File: src/ptc_defines.svh
// Register offsets, field positions and reset values of the timer pair block
`ifndef PTC_DEFINES_SVH
`define PTC_DEFINES_SVH

`define PTC_ADDR_W 8
`define PTC_NUM_TIMERS 4
`define PTC_TIMER_STRIDE 8'h10
`define PTC_CON_OFS 4'h0
`define PTC_COUNT_OFS 4'h4
`define PTC_PERIOD_OFS 4'h8
`define PTC_IRQ_STAT_OFS 8'h40
`define PTC_IRQ_MASK_OFS 8'h44

`define PTC_ON_BIT 15
`define PTC_IDLE_STOP_BIT 13
`define PTC_GATE_BIT 7
`define PTC_PS_HI 6
`define PTC_PS_LO 4
`define PTC_WIDE_BIT 3
`define PTC_CS_BIT 1

`define PTC_COUNT_RST 16'h0000
`define PTC_PERIOD_RST 16'hFFFF
`define PTC_MASK_RST 4'h0

`endif

File: src/ptc_pkg.sv
// Types shared by the timer pair block
package ptc_pkg;
  `include "ptc_defines.svh"

  // Stored control fields of one timer
  typedef struct packed {
    logic on;
    logic idle_stop;
    logic gate_accumulate_enable;
    logic [2:0] input_prescale_select;
    logic wide_mode_select;
    logic clock_source_select;
  } ptc_con_t;

  typedef struct packed {
    logic [7:0] cnt;
  } ptc_pre_state_t;

  typedef struct packed {
    logic [`PTC_NUM_TIMERS-1:0] meta;
    logic [`PTC_NUM_TIMERS-1:0] stable;
    logic [`PTC_NUM_TIMERS-1:0] last;
  } ptc_sync_state_t;

  typedef struct packed {
    ptc_con_t [`PTC_NUM_TIMERS-1:0] con;
    logic [`PTC_NUM_TIMERS-1:0][15:0] count_value;
    logic [`PTC_NUM_TIMERS-1:0][15:0] period_value;
    logic [`PTC_NUM_TIMERS-1:0] stat;
    logic [`PTC_NUM_TIMERS-1:0] mask;
    logic [31:0] rdata;
    logic err;
    logic adc;
  } ptc_state_t;
endpackage

File: src/ptc_pin_sync.sv
// Two-flop synchroniser and edge detect for the external count pins
`timescale 1ns/1ns
`include "ptc_defines.svh"
module ptc_pin_sync
  import ptc_pkg::*;
(
  input wire logic pclk,
  input wire logic presetn,
  input wire logic [`PTC_NUM_TIMERS-1:0] pin_in,
  output logic [`PTC_NUM_TIMERS-1:0] level,
  output logic [`PTC_NUM_TIMERS-1:0] rise,
  output logic [`PTC_NUM_TIMERS-1:0] fall
);
  ptc_sync_state_t s;
  ptc_sync_state_t next_s;

  // Meta stage feeds only the stable stage
  always_comb begin
    next_s = s;
    next_s.meta = pin_in;
    next_s.stable = s.meta;
    next_s.last = s.stable;
  end

  always_ff @(posedge pclk or negedge presetn) begin
    if (!presetn) begin
      s <= '0;
    end else begin
      s <= next_s;
    end
  end

  // Edges seen in the same cycle that the stable level changes
  assign level = s.stable;
  assign rise = s.stable & ~s.last;
  assign fall = ~s.stable & s.last;
endmodule

File: src/ptc_prescale.sv
// Count clock prescaler, ratios 1 to 256
`timescale 1ns/1ns
`include "ptc_defines.svh"
module ptc_prescale
  import ptc_pkg::*;
(
  input wire logic pclk,
  input wire logic presetn,
  input wire logic enable,
  input wire logic count_in,
  input wire logic [2:0] ratio_sel,
  output logic tick
);
  ptc_pre_state_t s;
  ptc_pre_state_t next_s;
  logic [7:0] term;

  // Ratio code to last prescaler count
  function automatic logic [7:0] ptc_term(input logic [2:0] sel);
    case (sel)
      3'h0: ptc_term = 8'h00;
      3'h1: ptc_term = 8'h01;
      3'h2: ptc_term = 8'h03;
      3'h3: ptc_term = 8'h07;
      3'h4: ptc_term = 8'h0F;
      3'h5: ptc_term = 8'h1F;
      3'h6: ptc_term = 8'h3F;
      default: ptc_term = 8'hFF;
    endcase
  endfunction

  assign term = ptc_term(ratio_sel);
  // Greater-or-equal so a smaller ratio set mid-count cannot overrun
  assign tick = enable & count_in & (s.cnt >= term);

  always_comb begin
    next_s = s;
    if (!enable) begin
      next_s.cnt = 8'h00;
    end else if (count_in) begin
      if (s.cnt >= term) begin
        next_s.cnt = 8'h00;
      end else begin
        next_s.cnt = s.cnt + 8'h01;
      end
    end
  end

  always_ff @(posedge pclk or negedge presetn) begin
    if (!presetn) begin
      s <= '0;
    end else begin
      s <= next_s;
    end
  end
endmodule

File: src/ptc_timer_pair_ctrl.sv
// Two timer pairs with APB registers, prescalers, gating and interrupts
`timescale 1ns/1ns
`include "ptc_defines.svh"
module ptc_timer_pair_ctrl
  import ptc_pkg::*;
(
  input wire logic pclk,
  input wire logic presetn,
  input wire logic psel,
  input wire logic penable,
  input wire logic pwrite,
  input wire logic [`PTC_ADDR_W-1:0] paddr,
  input wire logic [31:0] pwdata,
  output logic [31:0] prdata,
  output logic pready,
  output logic pslverr,
  input wire logic [`PTC_NUM_TIMERS-1:0] external_count_pin,
  input wire logic device_idle,
  output logic irq,
  output logic adc_trigger
);
  localparam int NT = `PTC_NUM_TIMERS;

  // Register map in byte addresses, one 32-bit word each
  //   0x00 + 0x10*t: control of timer t
  //   0x04 + 0x10*t: count_value of timer t, bits 15:0
  //   0x08 + 0x10*t: period_value of timer t, bits 15:0
  //   0x0C + 0x10*t: hole, refused with slave error
  //   0x40: interrupt status, one bit per timer, write one to clear
  //   0x44: interrupt mask, same layout as status
  //   Any other word or a misaligned address is refused
  // Index t = 0..3 stands for the second to fifth timers
  // Index 0 pairs with 1 and 2 with 3

  ptc_state_t s;
  ptc_state_t next_s;

  logic [NT-1:0] pin_level;
  logic [NT-1:0] pin_rise;
  logic [NT-1:0] pin_fall;
  logic [NT-1:0] pre_en;
  logic [NT-1:0] pre_in;
  logic [NT-1:0][2:0] pre_ratio;
  logic [NT-1:0] tick;
  logic [NT-1:0] gated;

  // Both the count and gate roles of a pin go through one synchroniser.
  // Two flops then an edge flop: a pin edge acts three edges later,
  // and pulses shorter than two clocks may be lost.
  ptc_pin_sync u_sync (
    .pclk(pclk),
    .presetn(presetn),
    .pin_in(external_count_pin),
    .level(pin_level),
    .rise(pin_rise),
    .fall(pin_fall)
  );

  // One prescaler per timer; odd ones idle in 32-bit mode
  // Each keeps its own phase, so separate timers never share a divider
  for (genvar g = 0; g < NT; g++) begin : g_pre
    ptc_prescale u_pre (
      .pclk(pclk),
      .presetn(presetn),
      .enable(pre_en[g]),
      .count_in(pre_in[g]),
      .ratio_sel(pre_ratio[g]),
      .tick(tick[g])
    );
  end

  // Step a count against its period: {match, next value}
  function automatic logic [32:0] ptc_step(input logic [31:0] v, input logic [31:0] p);
    if (v == p) begin
      ptc_step = {1'b1, 32'h0000_0000};
    end else begin
      ptc_step = {1'b0, v + 32'h0000_0001};
    end
  endfunction

  // Timer word decode from the low address bits, shared by writes and reads
  // 0 control, 1 count, 2 period, 3 hole
  function automatic logic [1:0] ptc_word(input logic [3:0] o);
    case (o)
      `PTC_CON_OFS: ptc_word = 2'h0;
      `PTC_COUNT_OFS: ptc_word = 2'h1;
      `PTC_PERIOD_OFS: ptc_word = 2'h2;
      default: ptc_word = 2'h3;
    endcase
  endfunction

  // Flag word decode: 0 status, 1 mask, 3 neither
  function automatic logic [1:0] ptc_flag_word(input logic [7:0] a);
    if (a == `PTC_IRQ_STAT_OFS) begin
      ptc_flag_word = 2'h0;
    end else if (a == `PTC_IRQ_MASK_OFS) begin
      ptc_flag_word = 2'h1;
    end else begin
      ptc_flag_word = 2'h3;
    end
  endfunction

  // Control register readback with unimplemented bits as zero
  function automatic logic [31:0] ptc_con_read(input ptc_con_t c);
    logic [31:0] r;
    r = 32'h0000_0000;
    r[`PTC_ON_BIT] = c.on;
    r[`PTC_IDLE_STOP_BIT] = c.idle_stop;
    // gate reads zero on external clock
    r[`PTC_GATE_BIT] = c.gate_accumulate_enable & ~c.clock_source_select;
    r[`PTC_PS_HI:`PTC_PS_LO] = c.input_prescale_select;
    r[`PTC_WIDE_BIT] = c.wide_mode_select;
    r[`PTC_CS_BIT] = c.clock_source_select;
    ptc_con_read = r;
  endfunction

  // Effective configuration of each timer's count clock
  always_comb begin
    int src;
    logic idle_hold;
    src = 0;
    idle_hold = 1'b0;
    pre_en = '0;
    pre_in = '0;
    pre_ratio = '0;
    gated = '0;
    for (int t = 0; t < NT; t++) begin
      // pairs are index 0 with 1, 2 with 3
      // odd timer in wide mode takes the even settings
      // Even partner found by clearing bit 0, so no index leaves the array
      src = t;
      if (s.con[t & ~1].wide_mode_select) begin
        src = t & ~1;
      end
      // idle stop halts the timer in idle
      // Idle input is on this clock already, so it needs no synchroniser
      if (s.con[src].wide_mode_select) begin
        // either idle stop bit halts a joined pair
        idle_hold = s.con[src].idle_stop | s.con[src | 1].idle_stop;
      end else begin
        idle_hold = s.con[t].idle_stop;
      end
      if (src == t) begin
        pre_en[t] = s.con[t].on & ~(device_idle & idle_hold);
      end else begin
        pre_en[t] = 1'b0;
      end
      // Odd timer in wide mode copies the even ratio but stays disabled
      pre_ratio[t] = s.con[src].input_prescale_select;
      if (s.con[src].clock_source_select) begin
        pre_in[t] = pin_rise[src];
      // gate applies only on the internal clock
      end else if (s.con[src].gate_accumulate_enable) begin
        // counts only while gate is high
        pre_in[t] = pin_level[src];
        // Falling-edge flag only while the timer runs
        gated[t] = pre_en[t];
      end else begin
        pre_in[t] = 1'b1;
      end
    end
  end

  // Next-state logic: counting, flags and the register port
  always_comb begin
    logic [32:0] step;
    logic [NT-1:0] hit;
    logic [NT-1:0] clr;
    logic [3:0] ti;
    logic [3:0] ofs;
    logic in_timers;
    logic wr;
    ptc_con_t wc;
    step = '0;
    hit = '0;
    clr = '0;
    // Timer index and word offset taken straight from the address
    ti = {2'b00, paddr[5:4]};
    ofs = paddr[3:0];
    in_timers = (paddr[7:6] == 2'b00);
    // Writes act only at the access edge
    wr = psel & penable & pwrite;
    wc = '0;
    next_s = s;
    next_s.adc = 1'b0;

    // Counting per pair. A period match at edge n zeroes the count and
    // registers the flag and the converter trigger at that same edge;
    // the trigger stands for one cycle only.
    for (int p = 0; p < NT / 2; p++) begin
      if (s.con[2*p].wide_mode_select) begin
        if (tick[2*p]) begin
          // even is low half, odd high half
          step = ptc_step({s.count_value[2*p+1], s.count_value[2*p]},
                          {s.period_value[2*p+1], s.period_value[2*p]});
          next_s.count_value[2*p] = step[15:0];
          next_s.count_value[2*p+1] = step[31:16];
          // joined match lands on the odd flag
          hit[2*p+1] = step[32];
        end
      end else begin
        for (int k = 0; k < 2; k++) begin
          if (tick[2*p+k]) begin
            // wrap to zero after matching period
            step = ptc_step({16'h0000, s.count_value[2*p+k]},
                            {16'h0000, s.period_value[2*p+k]});
            next_s.count_value[2*p+k] = step[15:0];
            hit[2*p+k] = step[32];
          end
        end
      end
    end

    // converter trigger from the third timer match
    next_s.adc = hit[1];

    // gate falling edge flags the timer
    for (int t = 0; t < NT; t++) begin
      if (gated[t] && pin_fall[t]) begin
        if (!t[0] && s.con[t].wide_mode_select) begin
          hit[t | 1] = 1'b1;
        end else begin
          hit[t] = 1'b1;
        end
      end
    end

    // Register writes; a data write overrides counting in that cycle
    // Software writing a running count gives up that cycle's tick
    if (wr && in_timers && paddr[1:0] == 2'b00) begin
      case (ptc_word(ofs))
        2'h0: begin
          wc.on = pwdata[`PTC_ON_BIT];
          wc.idle_stop = pwdata[`PTC_IDLE_STOP_BIT];
          wc.gate_accumulate_enable = pwdata[`PTC_GATE_BIT];
          wc.input_prescale_select = pwdata[`PTC_PS_HI:`PTC_PS_LO];
          // odd timers keep no wide bit
          wc.wide_mode_select = pwdata[`PTC_WIDE_BIT] & ~ti[0];
          wc.clock_source_select = pwdata[`PTC_CS_BIT];
          next_s.con[ti[1:0]] = wc;
        end
        2'h1: begin
          next_s.count_value[ti[1:0]] = pwdata[15:0];
        end
        2'h2: begin
          next_s.period_value[ti[1:0]] = pwdata[15:0];
        end
        default: begin
        end
      endcase
    end
    if (wr && ptc_flag_word(paddr) == 2'h0) begin
      clr = pwdata[NT-1:0];
    end
    if (wr && ptc_flag_word(paddr) == 2'h1) begin
      next_s.mask = pwdata[NT-1:0];
    end

    // Set beats a same-cycle write-one clear,
    // so an event on the clearing edge is never lost
    next_s.stat = (s.stat & ~clr) | hit;

    // Read data captured in the setup phase, shown in the access phase
    // Registered read data keeps prdata steady through the access cycle
    if (psel && !penable) begin
      next_s.rdata = 32'h0000_0000;
      next_s.err = 1'b0;
      if (paddr[1:0] != 2'b00) begin
        next_s.err = 1'b1;
      end else if (in_timers) begin
        case (ptc_word(ofs))
          2'h0: begin
            next_s.rdata = ptc_con_read(s.con[ti[1:0]]);
          end
          2'h1: begin
            next_s.rdata = {16'h0000, s.count_value[ti[1:0]]};
          end
          2'h2: begin
            next_s.rdata = {16'h0000, s.period_value[ti[1:0]]};
          end
          default: begin
            next_s.err = 1'b1;
          end
        endcase
      end else if (ptc_flag_word(paddr) == 2'h0) begin
        next_s.rdata = {28'h0000000, s.stat};
      end else if (ptc_flag_word(paddr) == 2'h1) begin
        next_s.rdata = {28'h0000000, s.mask};
      end else begin
        next_s.err = 1'b1;
      end
    end
  end

  // State register
  always_ff @(posedge pclk or negedge presetn) begin
    if (!presetn) begin
      s.con <= '0;
      s.count_value <= {NT{`PTC_COUNT_RST}};
      s.period_value <= {NT{`PTC_PERIOD_RST}};
      s.stat <= '0;
      s.mask <= `PTC_MASK_RST;
      s.rdata <= 32'h0000_0000;
      s.err <= 1'b0;
      s.adc <= 1'b0;
    end else begin
      s <= next_s;
    end
  end

  // Zero wait states: every access finishes in its first access cycle
  assign pready = psel & penable;
  // Error decided at setup, shown only in the access cycle
  assign pslverr = psel & penable & s.err;
  assign prdata = s.rdata;
  // Level interrupt from registered flags, so no glitch on a mask write
  assign irq = |(s.stat & s.mask);
  // Converter trigger is a registered one-cycle pulse
  assign adc_trigger = s.adc;
endmodule

File: config.mk
export PLATFORM = sky130hd
export DESIGN_NAME = ptc_timer_pair_ctrl
export DESIGN_NICKNAME = d
export VERILOG_FILES = /design/src/ptc_pkg.sv /design/src/ptc_pin_sync.sv /design/src/ptc_prescale.sv /design/src/ptc_timer_pair_ctrl.sv
export VERILOG_INCLUDE_DIRS = /design/src
export SDC_FILE = /design/constraint.sdc
export NUM_CORES = 1
export LEC_CHECK = 0
export ABC_CLOCK_PERIOD_IN_PS = 7500
export BUFFER_PORTS_ARGS = -buffer_cell sky130_fd_sc_hd__buf_2
export CAP_MARGIN = 20
export CORE_MARGIN = 2
export CORE_UTILIZATION = 30
export DETAILED_ROUTE_END_ITERATION = 16
export HOLD_SLACK_MARGIN = 0.12
export PLACE_DENSITY = 0.45
export SLEW_MARGIN = 20
export SYNTH_ARGS = -nofsm -noshare
export SYNTH_HDL_FRONTEND = slang
export SYNTH_SLANG_ARGS = --single-unit
File: constraint.sdc
create_clock -name pclk -period 7.5 [get_ports pclk]
set_input_delay 1.5 -clock pclk [delete_from_list [all_inputs] [get_ports pclk]]
set_output_delay 1.5 -clock pclk [all_outputs]
set_load 0.02 [all_outputs]
==> key figures <==
Pwr
  • Clock power frac: 47.4%
  • VDD IR max: 168 uV
  • Pint: 2290 uW
  • Leakage Power: 0.00686 uW
  • Total power: 3150 uW
  • Power per Cell Area: 191 nW/um^2
  • Logic pwr share: 9.6%
  • Sw Pwr: 852 uW
  • Sw Ratio: 27.1%
  • Seq pwr share: 43.0%

Logic synthesis
  • Synth Cell Area: 14900 um^2
  • Syn Area/Cell: 9.97 um^2
  • Synth Instances: 1491
  • Ys flop type: dfrtp_1
  • Post-synth cell types: 87
  • Register area share after synthesis: 39.3%
  • Seq cells post-synth: 230
  • EDFF count, synth: 0
  • Ys async rst share: 100%
  • Ys Warns: 0

Critical path
  • CP Capture Type: flop
  • Critical R2R Launch: s[187]
  • CP cell instances: mux2_2 > a311oi_1 > ha_1 > a211oi_1 > o21ai_0 > a21oi_1 > buf_4 > o31a_1 > o21bai_1 > a221oi_2 > o21ai_1
  • Crit Path Category: flop to flop
  • CP Data Required Time: 8.01 ns
  • Max stage delay on crit path: 0.84 ns
  • Worst EP arrival: 4.41 ns
  • Crit-path max FO: 19
  • Slowest stage cell, crit path: dfrtp_1
  • Launch point of the worst path: s[187]
  • Startpoint Class: flop

STA
  • Final setup violation count: 0
  • Min Tclk post-route: 3.90 ns
  • Unrepaired setup endpoints after global routing: false
  • Slew margin rel.: 30.4%
  • TNS Setup: 0 ns
  • Max-slew violations: 0
  • Fmax: 256 MHz
  • Worst-margin pin slew: 1.04 ns
  • Clock Skew: 0.0267 ns
  • Period Utilization, post-route: 52.0%
  • Endpoints failing hold: 0
  • Hold slack: 0.353 ns

Floorplan
  • Initial Util: 30.4%
  • I/O pins: 86
  • Die ar.: 51300 um^2
  • Core Box Area: 49000 um^2
  • Die height: 227 um
  • Chip width: 227 um
  • Std-Cell Rows: 81

Drt
  • First-pass DRT Iterations: 7
  • Final ANT Viol Nets: 0
  • DRT iter0 DRCs: 872
  • Total Wirelength: 46.3 mm
  • Via count: 11400
  • Via density per instance: 5.27
  • DRC violations left: 0
  • Routed len/inst: 21.4 um

GRT
  • Met3 usage: 2.09%
  • Pin count of the biggest net entering global routing: 150
  • Global route overflow: 0
  • First-pass GRT wire length: 70.7 mm
  • Grt met2 use: 28.8%
  • Gr usage total: 18.2%
  • Met1 usage: 26.2%
  • Vias in the first global route: 11200
  • Initial antenna violation count: 2
  • GRT Max-Usage Layer: met2

Placed design
  • Placed insts: 2106
  • Routability cong.: 0.867
  • Port bufs: 53
  • DPL Wire Length: 33.8 mm

Clock network
  • Worst-case clock buffer depth: 3
  • Post-CTS Setup Repair Bufs: 0
  • Clock tree from TritonCTS: yes
  • CTS Hold Bufs: 0
  • Worst-path clk slew: 0.06 ns
  • Root buf cell: clkbuf_16
  • PostCTS Resize Cnt: 0
  • Number of CTS-inserted buffers: 28
  • Clock sinks: 230
  • # H-tree levels: 1
  • Worst-Skew Late Latency: 0.58 ns

Finish
  • Final Non-Filler Cells: 2159
  • NumNets Final: 1562
  • Filler instances: 4973
  • Area occupied by multi-input gates: 8340 um^2
  • Commonest non-fill, non-tap cells in the layout: dfrtp_1, nand2_1, o21ai_0
  • Register area: 5840 um^2
  • Commonest non-fill, non-tap cell in the layout: dfrtp_1
  • Share of cells above drive strength 1: 24.1%
  • Area grow syn2layout: 10.9%

Hold path
  • Hold Path Class: flop to flop
  • HP Start: u_sync.next_s[6]

Outcome
  • Status: finished clean

Flow run
  • MaxCap Viol Count: 0
## critical path: cells and delay by family, from the launching register on
family,cells,cell delay (ns)
AO/OA/AOI/OAI,8,1.97
buffers and inverters,1,0.24
adder cells (fa/ha/maj),1,0.30
flip-flops,1,0.84
multiplexers,1,0.47
## cell usage after synthesis, drive strengths merged (3+ instances only)
master | number | share of area, %
xor2 | 69 | 4.1
a22o | 4 | 0.24
a221oi | 3 | 0.22
a31oi | 4 | 0.17
a221o | 8 | 0.54
a311oi | 3 | 0.29
nand4 | 22 | 1.1
a21boi | 3 | 0.15
nand3b | 4 | 0.20
and2 | 9 | 0.38
nand2 | 164 | 4.1
nor2 | 90 | 2.5
mux2 | 107 | 8.1
or2 | 9 | 0.40
mux2i | 10 | 0.67
nor3 | 32 | 1.2
dfstp | 64 | 11
xnor2 | 68 | 4.0
a22oi | 23 | 1.2
nor3b | 5 | 0.29
a222oi | 3 | 0.20
o221ai | 7 | 0.41
and4 | 7 | 0.43
ha | 40 | 3.4
nor2b | 11 | 0.46
o211ai | 7 | 0.35
dfrtp | 166 | 28
inv | 20 | 0.51
or3 | 12 | 0.57
a21o | 8 | 0.40
or4 | 6 | 0.33
nand2b | 21 | 0.88
o31ai | 7 | 0.35
nor4b | 6 | 0.45
nor4 | 28 | 1.4
mux4 | 40 | 6.1
a211oi | 5 | 0.29
and3 | 24 | 1.0
nand3 | 55 | 1.9
buf | 70 | 3.1
o21ai | 126 | 4.3
clkbuf | 57 | 1.4
a21oi | 42 | 1.4
## final timing paths
| kind | end | slack (ns) | depth (start not counted) |
|---|---|---|---|
| setup / recovery | s[156] | 3.60 | 11 |
| hold / removal | u_sync.level[2] | 0.35 | 0 |
| setup reg to reg | s[156] | 3.60 | 11 |
| hold reg to reg | u_sync.level[2] | 0.35 | 0 |
| max in group asynchronous | s[113] | 5.25 | 2 |
| min in group asynchronous | s[134] | 0.91 | 1 |
## cells by family (layout without fill, tap and decap cells)
| kind of cell | after synthesis | count (layout) | synth area share (%) |
|---|---|---|---|
| XOR/XNOR | 137 | 137 | 8.07 |
| AND/OR/NAND/NOR | 507 | 507 | 17.7 |
| buffers and inverters | 147 | 135 | 5.06 |
| AO/OA/AOI/OAI | 272 | 272 | 11.6 |
| multiplexers | 157 | 157 | 14.8 |
| flip-flops | 230 | 230 | 39.3 |
| adder cells (fa/ha/maj) | 40 | 40 | 3.37 |
| other | 1 | 17 | 0.0252 |
## flip-flops by register name, summed over array words and instances, names as in the netlist
register / cells
adc_trigger: 1
g_pre.u_pre.s: 32
prdata: 16
s: 169
u_sync.level: 4
u_sync.next_s: 4
u_sync.s: 4
## layout make-up
class	instances	share of cell area, %
repair buffers	63	2.20
diodes	1	0.0152
inverters	20	0.456
multi-input cells	1129	50.6
clock buffers	42	5.71
flip-flops and latches	230	35.4
well taps	664	5.04
clock inverters	10	0.539
## stage by stage
stage / setup WS (ns) / utilization (%) / instance area, um^2
3_3_place_gp: 3.00 / 31.5 / 15400
4_1_cts: 3.60 / 33.6 / 16500
5_1_grt: 3.26 / 33.7 / 16500
2_1_floorplan: 4.18 / - / 14900
3_5_place_dp: 3.00 / 31.5 / 15400
6_report: 3.60 / 33.7 / 16500
## power groups by stage
stage | combinational [uW] | sequential (uW) | clock [uW]
after floorplan | 243 | 1310 | 0
after global placement | 303 | 1370 | 0
after detailed placement | 305 | 1370 | 0
after CTS | 306 | 1350 | 1530
after global routing | 330 | 1360 | 1580
final | 303 | 1350 | 1490
## routing by layer
metal | up-vias | routed length (um)
met2 | 274 | 21000
li1 | 5310 | -
met4 | 0 | 1090
met5 | - | 0
met1 | 5732 | 22000
met3 | 65 | 2230
Power figures use the tool's default switching activity.
